--- src/rtl/djk_defines.svh ---
/*
  Constants for the dual JK falling-edge flip-flop block.
  Assumes inclusion by bare name from design files.
*/
`ifndef DJK_DEFINES_SVH
`define DJK_DEFINES_SVH
// Variant codes
`define DJK_VAR_FULL 2'h0
`define DJK_VAR_SET_ONLY 2'h1
`define DJK_VAR_SHARED 2'h2
// Number of flip-flops
`define DJK_NUM_FF 2
// Reset value of stored state
`define DJK_RESET_STATE 1'h0
`endif

--- src/rtl/djk_pkg.sv ---
/*
  Types for the dual JK flip-flop block.
  Assumes nothing beyond a SystemVerilog compiler.
*/
package djk_pkg;
  // JK action selected at the edge
  typedef enum logic [3:0] {
    DJK_HOLD = 4'h1,
    DJK_CLR = 4'h2,
    DJK_SET = 4'h4,
    DJK_TGL = 4'h8
  } djk_act_t;
endpackage

--- src/rtl/djk_sync.sv ---
/*
  Three-stage synchroniser for one pin; output changes once stages two
  and three agree. Assumes sys_clk_in is the only clock.
*/
`timescale 1ns/1ps
`default_nettype none
module djk_sync (
  input wire logic sys_clk_in, // System clock
  input wire logic rst_b_in, // Async reset, active low
  input wire logic pin_in, // Raw pin
  input wire logic init_in, // Reset level, constant; unused, all stages reset to 1
  output logic level_out // Filtered level
);
  logic s1_q;
  logic s2_q;
  logic s3_q;
  // Stage one is read only by stage two
  always_ff @(posedge sys_clk_in or negedge rst_b_in) begin
    if (!rst_b_in) begin
      s1_q <= 1'b1;
      s2_q <= 1'b1;
      s3_q <= 1'b1;
    end else begin
      s1_q <= pin_in;
      s2_q <= s1_q;
      s3_q <= s2_q;
    end
  end
  // Agreement filter hides single-cycle glitches
  always_ff @(posedge sys_clk_in or negedge rst_b_in) begin
    if (!rst_b_in) begin
      level_out <= 1'b1;
    end else if (s2_q == s3_q) begin
      level_out <= s3_q;
    end
  end
  logic unused_init;
  assign unused_init = init_in;
endmodule
`default_nettype wire

--- src/rtl/djk_top.sv ---
/*
  Dual JK flip-flop, falling edge, with active-low direct set and clear,
  modelled on one system clock. Assumes all pins are asynchronous and
  change slower than the synchroniser latency.
*/
// How it works
// Two flip-flops, each with its own inputs and outputs.
// State updates only on clock falling edge while set and clear idle.
// JK table: hold, clear, set, toggle.
// J and K only matter at the falling edge.
// Set forces true output high; clear forces complement high; clock blocked.
// Set and clear act without any clock edge of the flip-flop clock.
// Set and clear together drive both outputs high.
// Set-only variant ignores clear; only asynchronous action is set.
// Set-only variant takes inputs while clock high, moves on falling edge; here J/K are read only at the detected fall, as in all variants.
// Shared variant uses one clock and one clear for both.
// Complement is inverse of true output except set-and-clear case.
`timescale 1ns/1ps
`default_nettype none
`include "djk_defines.svh"
module djk_top #(
  parameter logic [1:0] VARIANT = `DJK_VAR_FULL // Variant select
) (
  input wire logic sys_clk_in, // System clock 100 MHz
  input wire logic rst_b_in, // Async reset, active low
  input wire logic [1:0] j_in, // J per flip-flop
  input wire logic [1:0] k_in, // K per flip-flop
  input wire logic [1:0] falling_edge_clock_in, // Per-ff clock pins
  input wire logic [1:0] set_b_in, // Direct set, active low
  input wire logic [1:0] clr_b_in, // Direct clear, active low
  output logic [1:0] q_out, // True outputs
  output logic [1:0] q_b_out // Complement outputs
);
  logic [1:0] clk_s;
  logic [1:0] clk_prev_q;
  logic [1:0] set_s;
  logic [1:0] clr_s;
  logic [1:0] clr_eff;
  logic [1:0] set_eff;
  logic [1:0] fall;
  logic [1:0] state_q;

  // JK decode, shared by both halves
  function automatic djk_pkg::djk_act_t jk_act(input logic j, input logic k);
    unique case ({j, k})
      2'b00: jk_act = djk_pkg::DJK_HOLD;
      2'b01: jk_act = djk_pkg::DJK_CLR;
      2'b10: jk_act = djk_pkg::DJK_SET;
      default: jk_act = djk_pkg::DJK_TGL;
    endcase
  endfunction

  function automatic logic jk_next(input djk_pkg::djk_act_t a, input logic s);
    unique case (a)
      djk_pkg::DJK_HOLD: jk_next = s;
      djk_pkg::DJK_CLR: jk_next = 1'b0;
      djk_pkg::DJK_SET: jk_next = 1'b1;
      default: jk_next = ~s;
    endcase
  endfunction

  // Pin synchronisers; shared variant uses pin 0 for clock and clear
  genvar gi;
  generate
    for (gi = 0; gi < `DJK_NUM_FF; gi++) begin : g_sync
      djk_sync u_clk (
        .sys_clk_in(sys_clk_in),
        .rst_b_in(rst_b_in),
        .pin_in((VARIANT == `DJK_VAR_SHARED) ? falling_edge_clock_in[0]
                : falling_edge_clock_in[gi]),
        .init_in(1'b1),
        .level_out(clk_s[gi])
      );
      djk_sync u_set (
        .sys_clk_in(sys_clk_in),
        .rst_b_in(rst_b_in),
        .pin_in(set_b_in[gi]),
        .init_in(1'b1),
        .level_out(set_s[gi])
      );
      djk_sync u_clr (
        .sys_clk_in(sys_clk_in),
        .rst_b_in(rst_b_in),
        .pin_in((VARIANT == `DJK_VAR_SHARED) ? clr_b_in[0]
                : clr_b_in[gi]),
        .init_in(1'b1),
        .level_out(clr_s[gi])
      );
    end
  endgenerate

  // Set-only variant has no clear at all
  assign clr_eff = (VARIANT == `DJK_VAR_SET_ONLY) ? 2'h0 : ~clr_s;
  assign set_eff = ~set_s;
  // Falling edge seen on the synchronised clock
  assign fall = clk_prev_q & ~clk_s;

  always_ff @(posedge sys_clk_in or negedge rst_b_in) begin
    if (!rst_b_in) begin
      clk_prev_q <= 2'h3;
    end else begin
      clk_prev_q <= clk_s;
    end
  end

  // Stored state; direct inputs win and block the clock path.
  // Each half reads only its own J, K. J/K are sampled at the edge only,
  // so the caller must hold them steady across the sync latency.
  always_ff @(posedge sys_clk_in or negedge rst_b_in) begin
    if (!rst_b_in) begin
      state_q <= {2{`DJK_RESET_STATE}};
    end else begin
      for (int i = 0; i < `DJK_NUM_FF; i++) begin
        if (set_eff[i]) begin
          state_q[i] <= 1'b1;
        end else if (clr_eff[i]) begin
          state_q[i] <= 1'b0;
        end else if (fall[i]) begin
          state_q[i] <= jk_next(jk_act(j_in[i], k_in[i]), state_q[i]);
        end
      end
    end
  end

  // Outputs registered; both high when set and clear meet
  always_ff @(posedge sys_clk_in or negedge rst_b_in) begin
    if (!rst_b_in) begin
      q_out <= 2'h0;
      q_b_out <= 2'h3;
    end else begin
      for (int i = 0; i < `DJK_NUM_FF; i++) begin
        if (set_eff[i] && clr_eff[i]) begin
          q_out[i] <= 1'b1;
          q_b_out[i] <= 1'b1;
        end else if (set_eff[i]) begin
          q_out[i] <= 1'b1;
          q_b_out[i] <= 1'b0;
        end else if (clr_eff[i]) begin
          q_out[i] <= 1'b0;
          q_b_out[i] <= 1'b1;
        end else if (fall[i]) begin
          q_out[i] <= jk_next(jk_act(j_in[i], k_in[i]), state_q[i]);
          q_b_out[i] <= ~jk_next(jk_act(j_in[i], k_in[i]), state_q[i]);
        end else begin
          q_out[i] <= state_q[i];
          q_b_out[i] <= ~state_q[i];
        end
      end
    end
  end

  // Checks on direct inputs, both halves
  AST_BOTH_HIGH: assert property (
    @(posedge sys_clk_in) disable iff (!rst_b_in)
    (set_eff[0] && clr_eff[0]) |=> (q_out[0] && q_b_out[0]))
    else $error("set and clear together must drive both high");
  AST_BOTH_HIGH_B1: assert property (
    @(posedge sys_clk_in) disable iff (!rst_b_in)
    (set_eff[1] && clr_eff[1]) |=> (q_out[1] && q_b_out[1]))
    else $error("set and clear together must drive both high");
  AST_SET_WINS: assert property (
    @(posedge sys_clk_in) disable iff (!rst_b_in)
    (set_eff[1] && !clr_eff[1]) |=> (q_out[1] && !q_b_out[1]))
    else $error("set must force true output high");
  AST_SET_WINS_B0: assert property (
    @(posedge sys_clk_in) disable iff (!rst_b_in)
    (set_eff[0] && !clr_eff[0]) |=> (q_out[0] && !q_b_out[0]))
    else $error("set must force true output high");
  AST_CLR_WINS: assert property (
    @(posedge sys_clk_in) disable iff (!rst_b_in)
    (clr_eff[0] && !set_eff[0]) |=> (!q_out[0] && q_b_out[0]))
    else $error("clear must force complement high");
  AST_CLR_WINS_B1: assert property (
    @(posedge sys_clk_in) disable iff (!rst_b_in)
    (clr_eff[1] && !set_eff[1]) |=> (!q_out[1] && q_b_out[1]))
    else $error("clear must force complement high");
  // Clocked path: nothing moves without a detected fall
  AST_NO_EDGE_HOLD: assert property (
    @(posedge sys_clk_in) disable iff (!rst_b_in)
    (!fall[0] && !set_eff[0] && !clr_eff[0]) |=> $stable(state_q[0]))
    else $error("state changed without falling edge");
  AST_NO_EDGE_HOLD_B1: assert property (
    @(posedge sys_clk_in) disable iff (!rst_b_in)
    (!fall[1] && !set_eff[1] && !clr_eff[1]) |=> $stable(state_q[1]))
    else $error("state changed without falling edge");
  AST_TOGGLE: assert property (
    @(posedge sys_clk_in) disable iff (!rst_b_in)
    (fall[1] && !set_eff[1] && !clr_eff[1] && j_in[1] && k_in[1])
    |=> (state_q[1] != $past(state_q[1])))
    else $error("toggle did not invert state");
  AST_TOGGLE_B0: assert property (
    @(posedge sys_clk_in) disable iff (!rst_b_in)
    (fall[0] && !set_eff[0] && !clr_eff[0] && j_in[0] && k_in[0])
    |=> (state_q[0] != $past(state_q[0])))
    else $error("toggle did not invert state");
  AST_JK_SET: assert property (
    @(posedge sys_clk_in) disable iff (!rst_b_in)
    (fall[0] && !set_eff[0] && !clr_eff[0] && j_in[0] && !k_in[0])
    |=> q_out[0])
    else $error("J only must set");
  AST_JK_SET_B1: assert property (
    @(posedge sys_clk_in) disable iff (!rst_b_in)
    (fall[1] && !set_eff[1] && !clr_eff[1] && j_in[1] && !k_in[1])
    |=> q_out[1])
    else $error("J only must set");
  AST_JK_CLR: assert property (
    @(posedge sys_clk_in) disable iff (!rst_b_in)
    (fall[1] && !set_eff[1] && !clr_eff[1] && !j_in[1] && k_in[1])
    |=> !q_out[1])
    else $error("K only must clear");
  AST_JK_HOLD: assert property (
    @(posedge sys_clk_in) disable iff (!rst_b_in)
    (fall[0] && !set_eff[0] && !clr_eff[0] && !j_in[0] && !k_in[0])
    |=> $stable(state_q[0]))
    else $error("J and K low must hold");
  // Output pairing and variant wiring
  AST_COMPLEMENT: assert property (
    @(posedge sys_clk_in) disable iff (!rst_b_in)
    !(q_out[1] && q_b_out[1]) |-> (q_out[1] != q_b_out[1]))
    else $error("complement not inverse");
  AST_COMPLEMENT_B0: assert property (
    @(posedge sys_clk_in) disable iff (!rst_b_in)
    !(q_out[0] && q_b_out[0]) |-> (q_out[0] != q_b_out[0]))
    else $error("complement not inverse");
  AST_SET_ONLY: assert property (
    @(posedge sys_clk_in) disable iff (!rst_b_in)
    (VARIANT == `DJK_VAR_SET_ONLY) |-> (clr_eff == 2'h0))
    else $error("clear active in set-only variant");
  AST_SHARED_FALL: assert property (
    @(posedge sys_clk_in) disable iff (!rst_b_in)
    (VARIANT == `DJK_VAR_SHARED) |-> (fall[1] == fall[0]))
    else $error("shared variant halves saw different clock edges");
endmodule
`default_nettype wire

--- config.mk ---
export PLATFORM = sky130hd
export DESIGN_NAME = djk_top
export DESIGN_NICKNAME = d
export VERILOG_FILES = /design/src/rtl/djk_pkg.sv /design/src/rtl/djk_sync.sv /design/src/rtl/djk_top.sv
export VERILOG_INCLUDE_DIRS = /design/src /design/src/rtl
export SDC_FILE = /design/constraint.sdc
export NUM_CORES = 1
export LEC_CHECK = 0
export BUFFER_PORTS_ARGS = -buffer_cell sky130_fd_sc_hd__buf_2
export CAP_MARGIN = 20
export CORE_MARGIN = 2
export CORE_UTILIZATION = 45
export DETAILED_ROUTE_END_ITERATION = 10
export HOLD_SLACK_MARGIN = 0.03
export PLACE_DENSITY = 0.66
export SLEW_MARGIN = 20
export SYNTH_ARGS = -nofsm -noshare
export SYNTH_HDL_FRONTEND = slang
export SYNTH_SLANG_ARGS = --single-unit
--- constraint.sdc ---
create_clock -name sys_clk_in -period 2.3 [get_ports sys_clk_in]
set_input_delay 0.23 -clock sys_clk_in [delete_from_list [all_inputs] [get_ports sys_clk_in]]
set_output_delay 0.23 -clock sys_clk_in [all_outputs]
set_load 0.01 [all_outputs]
# After elaboration in Yosys (flattened, before gate mapping)
# Index checks and enable logic that the tools add are counted.
# totals
output_inout_bits	4
register_bits	32
in_bits	12
elab_cells	113
# op_classes
muxes	44
reduce_logical	8
bitwise_logic	8
eq_ne	24
# op_table
op	n
$mux W4	8
$mux W1	30
$pmux W4 S3	2
$eq A4 B1 Y1 const B	4
$eq A4 B2 Y1 const B	4
$eq A4 B3 Y1 const B	4
$pmux W1 S3	4
$eq A1 B1 Y1	6
$ne A3 B3 Y1 const B	2
$not A2 Y2	3
$reduce_bool A3 Y1	2
$eq A2 B1 Y1 const B	2
$eq A2 B2 Y1 const B	2
$logic_not A2 Y1	2
$not A1 Y1	4
$reduce_and A2 Y1	2
$and A2 B2 Y2	1
$logic_and A1 B1 Y1	2

# Logic depth before layout (Yosys ltp)
# logic_depth
depth_word	17
mapped_depth	5
depth_no_buf	5

# Modules after synthesis
# From an unflattened synthesis, not the netlist that was laid out.
# unflattened
hier_cells	70
area_unflattened_um2	1132.3
# by_module_without_submodules
module	seq_area_each_um2	area_per_inst_um2	instances	cells_each
djk_sync	105.1	116.4	6	5
djk_top	205.2	434.2	1	40

# Worst setup path before layout
# Ideal clock, no wire load.
# synth_path
kind	register to register
startpoint	register clk_prev_q[1]
endpoint	register state_q[1]
setup_time_ns	0.083
arrival_time_ns	1.275
period_less_slack_ns	1.358
path_stages_with_launch	4
setup_slack_ns	0.942
path_buffers	0
required_time_ns	2.217
path_cell_list	dfstp_2 > or3b_1 > o41a_1 > o21ai_0
# synth_via
elab_chain_len	3
# synth_lines
element	line_no	rtl
start, declared	djk_top.sv:35	logic [1:0] clk_prev_q;
start signal, assigned	djk_top.sv:102	clk_prev_q <= clk_s;
$and A2 B2 Y2	djk_top.sv:96	assign fall = clk_prev_q & ~clk_s;
$reduce_bool A3 Y1 (no line)	-	
$reduce_and A2 Y1 (no line)	-	
end signal, assigned	djk_top.sv:111	state_q <= {2{`DJK_RESET_STATE}};
end signal, assigned by index	djk_top.sv:119	state_q[i] <= jk_next(jk_act(j_in[i], k_in[i]), state_q[i]);
end, declared	djk_top.sv:41	logic [1:0] state_q;
# Every way passes these cells.
# A chain may end at the register's enable or synchronous reset.

# Worst setup path after layout
# Ends and elaborated chain as after synthesis.

==> results.sh <==
export IMPL_cts_clk_slew_worst_paths_ns=0.09
export IMPL_reg2reg_setup_slack_ns=0.88
export IMPL_end_kind="flip-flop"
export IMPL_dpl_hpwl_mm=1.01
export IMPL_dr_total_vias=630
export IMPL_rr_worst_depth=3
export IMPL_grt_pass1_wl_mm=2.55
export IMPL_mostFrequentLayoutCells="dfstp_2, buf_2, dlygate4sd3_1, inv_1, maj3_1"
export IMPL_clock_latency_ns=0.32
export IMPL_setup_worst_path_class="reg -> reg"
export IMPL_drtIter0Drc=5
export IMPL_finalHoldViolations=0
export IMPL_clockRootBuffer="clkbuf_4"
export IMPL_grt_pass1_vias=592
export IMPL_port_buffer_count=15
export IMPL_fin_worst_skew_ns=0.00391
export IMPL_synth_edff_count=0
export IMPL_setup_viol=0
export IMPL_pre_cts_ws_ns=0.829
export IMPL_async_reset_ff_share_pct=100
export IMPL_rows=18
export IMPL_post_synth_cell_area_avg_sq_um=16.1
export IMPL_p_leak_uw=0.000599
export IMPL_diodes=0
export IMPL_grt_overflow_total=0
export IMPL_syn_nets=86
export IMPL_start_util_pct=46.4
export IMPL_min_path_type="in -> reg"
export IMPL_post_cts_setup_buffers=0
export IMPL_dr_pass1_iters=3
export IMPL_final_common_cell="dfstp_2"
export IMPL_synthFlopType="dfstp_2"
export IMPL_die_h_um=54.1
export IMPL_drtAntennaViolNets=0
export IMPL_drive_gt1_share_pct=52.0
export IMPL_coreArea_sq_mm=0.00243
export IMPL_finalPower_uw=1160
export IMPL_clock_sinks=32
export IMPL_rsz0062_at_grt="false"
export IMPL_period_needed_ns=1.42
export IMPL_final_util_pct=57.0
export IMPL_wl_per_cell_um=11.7
export IMPL_synth_seq_area_share_pct=74.1
export IMPL_die_w_um=54.1
export IMPL_layout_nets=115
export IMPL_io_pins=16
export IMPL_cp_max_fo=3
export IMPL_max_cap_violations=0
export IMPL_yosys_warnings=0
export IMPL_syn_area_sq_mm=0.00113
export IMPL_cts_tree="yes"
export IMPL_via_per_inst=4.85
export IMPL_dieArea_sq_mm=0.00292
export IMPL_track_usage_pct=14.3
export IMPL_cp_arrival_ns=1.67
export IMPL_antenna_found_initial=0
export IMPL_placed_cells=115
export IMPL_post_route_period_util_pct=62.0
export IMPL_place_congestion=0.702
export IMPL_maxSlewViolCount=0
export IMPL_grt_max_degree=33
export IMPL_areaGrowthSynthToFinish_pct=22.9
export IMPL_status="complete, no violations"
export IMPL_slew_headroom_pct=56.9
export IMPL_setup_tns_ns=0
export IMPL_startpoint_type="flip-flop"
export IMPL_fin_ws_ns=0.875
export IMPL_totalWireLength_mm=1.52
export IMPL_vdd_ir_drop_max_v=0.000476
export IMPL_drc=0
export IMPL_power_per_cell_area_mw_per_mm2=838
export IMPL_clock_path_buffers=2
export IMPL_hold_depth=4
export IMPL_syn_inst=70
export IMPL_max_freq_mhz=702
export IMPL_worstMarginPinSlew_ns=0.647
export IMPL_ys_ff_latch=32
export IMPL_cp_data_required_time_ns=2.54
export IMPL_cts_buffers=5
export IMPL_fin_cells=130
export IMPL_synthDistinctLibCells=20
export IMPL_cts_htree_levels=2
==> cells in the mapped netlist, types with 2 or more instances <==
master    instances  area share, %
nand4b_1          2            1.6
dfrtp_1           4            8.9
maj3_1            6            5.3
inv_1             6            2.0
o21ai_0           5            2.2
dfstp_2          28             65
or3b_1            2            1.6
a21o_1            2            1.3
ha_1              4            4.4
==> flip-flops by register name, summed over array words and instances, names as in the netlist <==
name	cells
clk_prev_q	2
g_sync.u_clk.level_out	2
g_sync.u_clk.s1_q	2
g_sync.u_clk.s2_q	2
g_sync.u_clk.s3_q	2
g_sync.u_clr.level_out	2
g_sync.u_clr.s1_q	2
g_sync.u_clr.s2_q	2
g_sync.u_clr.s3_q	2
g_sync.u_set.level_out	2
g_sync.u_set.s1_q	2
g_sync.u_set.s2_q	2
g_sync.u_set.s3_q	2
q_b_out	2
q_out	2
state_q	2
==> per-stage QoR <==
stage	hold slack [ns]	cell area, sq um
after CTS	0.287	1390
final	0.307	1390
after detailed placement	0.296	1240
after global placement	0.286	1240
after global routing	0.321	1390
after floorplan	-0.0656	1130
==> routing by layer <==
layer  part of all wire [%]  track usage [%]  wire length [um]  vias to the layer above
li1                       -                -                 -                      302
met1                     43             14.7               656                      306
met2                     47             21.1               711                       18
met3                    6.6             9.17               100                        4
met4                    3.5             10.0                54                        0
met5                      0                0                 0                        -
==> where the power goes <==
| part | internal [uW] | switching (uW) |
|---|---|---|
| logic | 51.6 | 45.2 |
| clock network | 228 | 174 |
| registers | 635 | 29.1 |
| total | 915 | 248 |
==> logic make-up (layout without fill, tap and decap cells) <==
| family | count (synthesis) | count (layout) | synth area share, % |
|---|---|---|---|
| flops | 32 | 32 | 74.1 |
| fa+ha+maj | 10 | 10 | 9.76 |
| compound gates | 11 | 11 | 6.54 |
| simple gates | 11 | 11 | 7.65 |
| buf+inv | 6 | 36 | 2.00 |
==> worst max-delay path, cell delays in order, from the launching register on <==
cell and delay (ns):
dfstp_2 0.55, or3b_1 0.37, o41a_1 0.36, o21ai_0 0.07
==> final timing paths <==
check                                        to                  from
min                                    q_out[1]               k_in[1]
min reg2reg                g_sync[0].u_set.s2_q  g_sync[0].u_set.s1_q
max in group asynchronous            state_q[1]              rst_b_in
max                                  state_q[1]         clk_prev_q[1]
max reg2reg                          state_q[1]         clk_prev_q[1]
min in group asynchronous            state_q[0]              rst_b_in
==> area by class of cell <==
class / count / area (sq um)
fill: 199 / 1040
sequential: 32 / 836
multi-input combinational: 32 / 270
timing repair buffer: 22 / 145
clock buffer: 6 / 41.3
tap: 30 / 37.5
clock inverter: 2 / 35.0
inverter: 6 / 22.5
==> repair_timing <==
item	in CTS	in global routing
endpoints found under the hold margin	10	0
hold buffers	7	0
gates resized for setup	0	0
No activity file was read; power rests on OpenSTA's default activity.
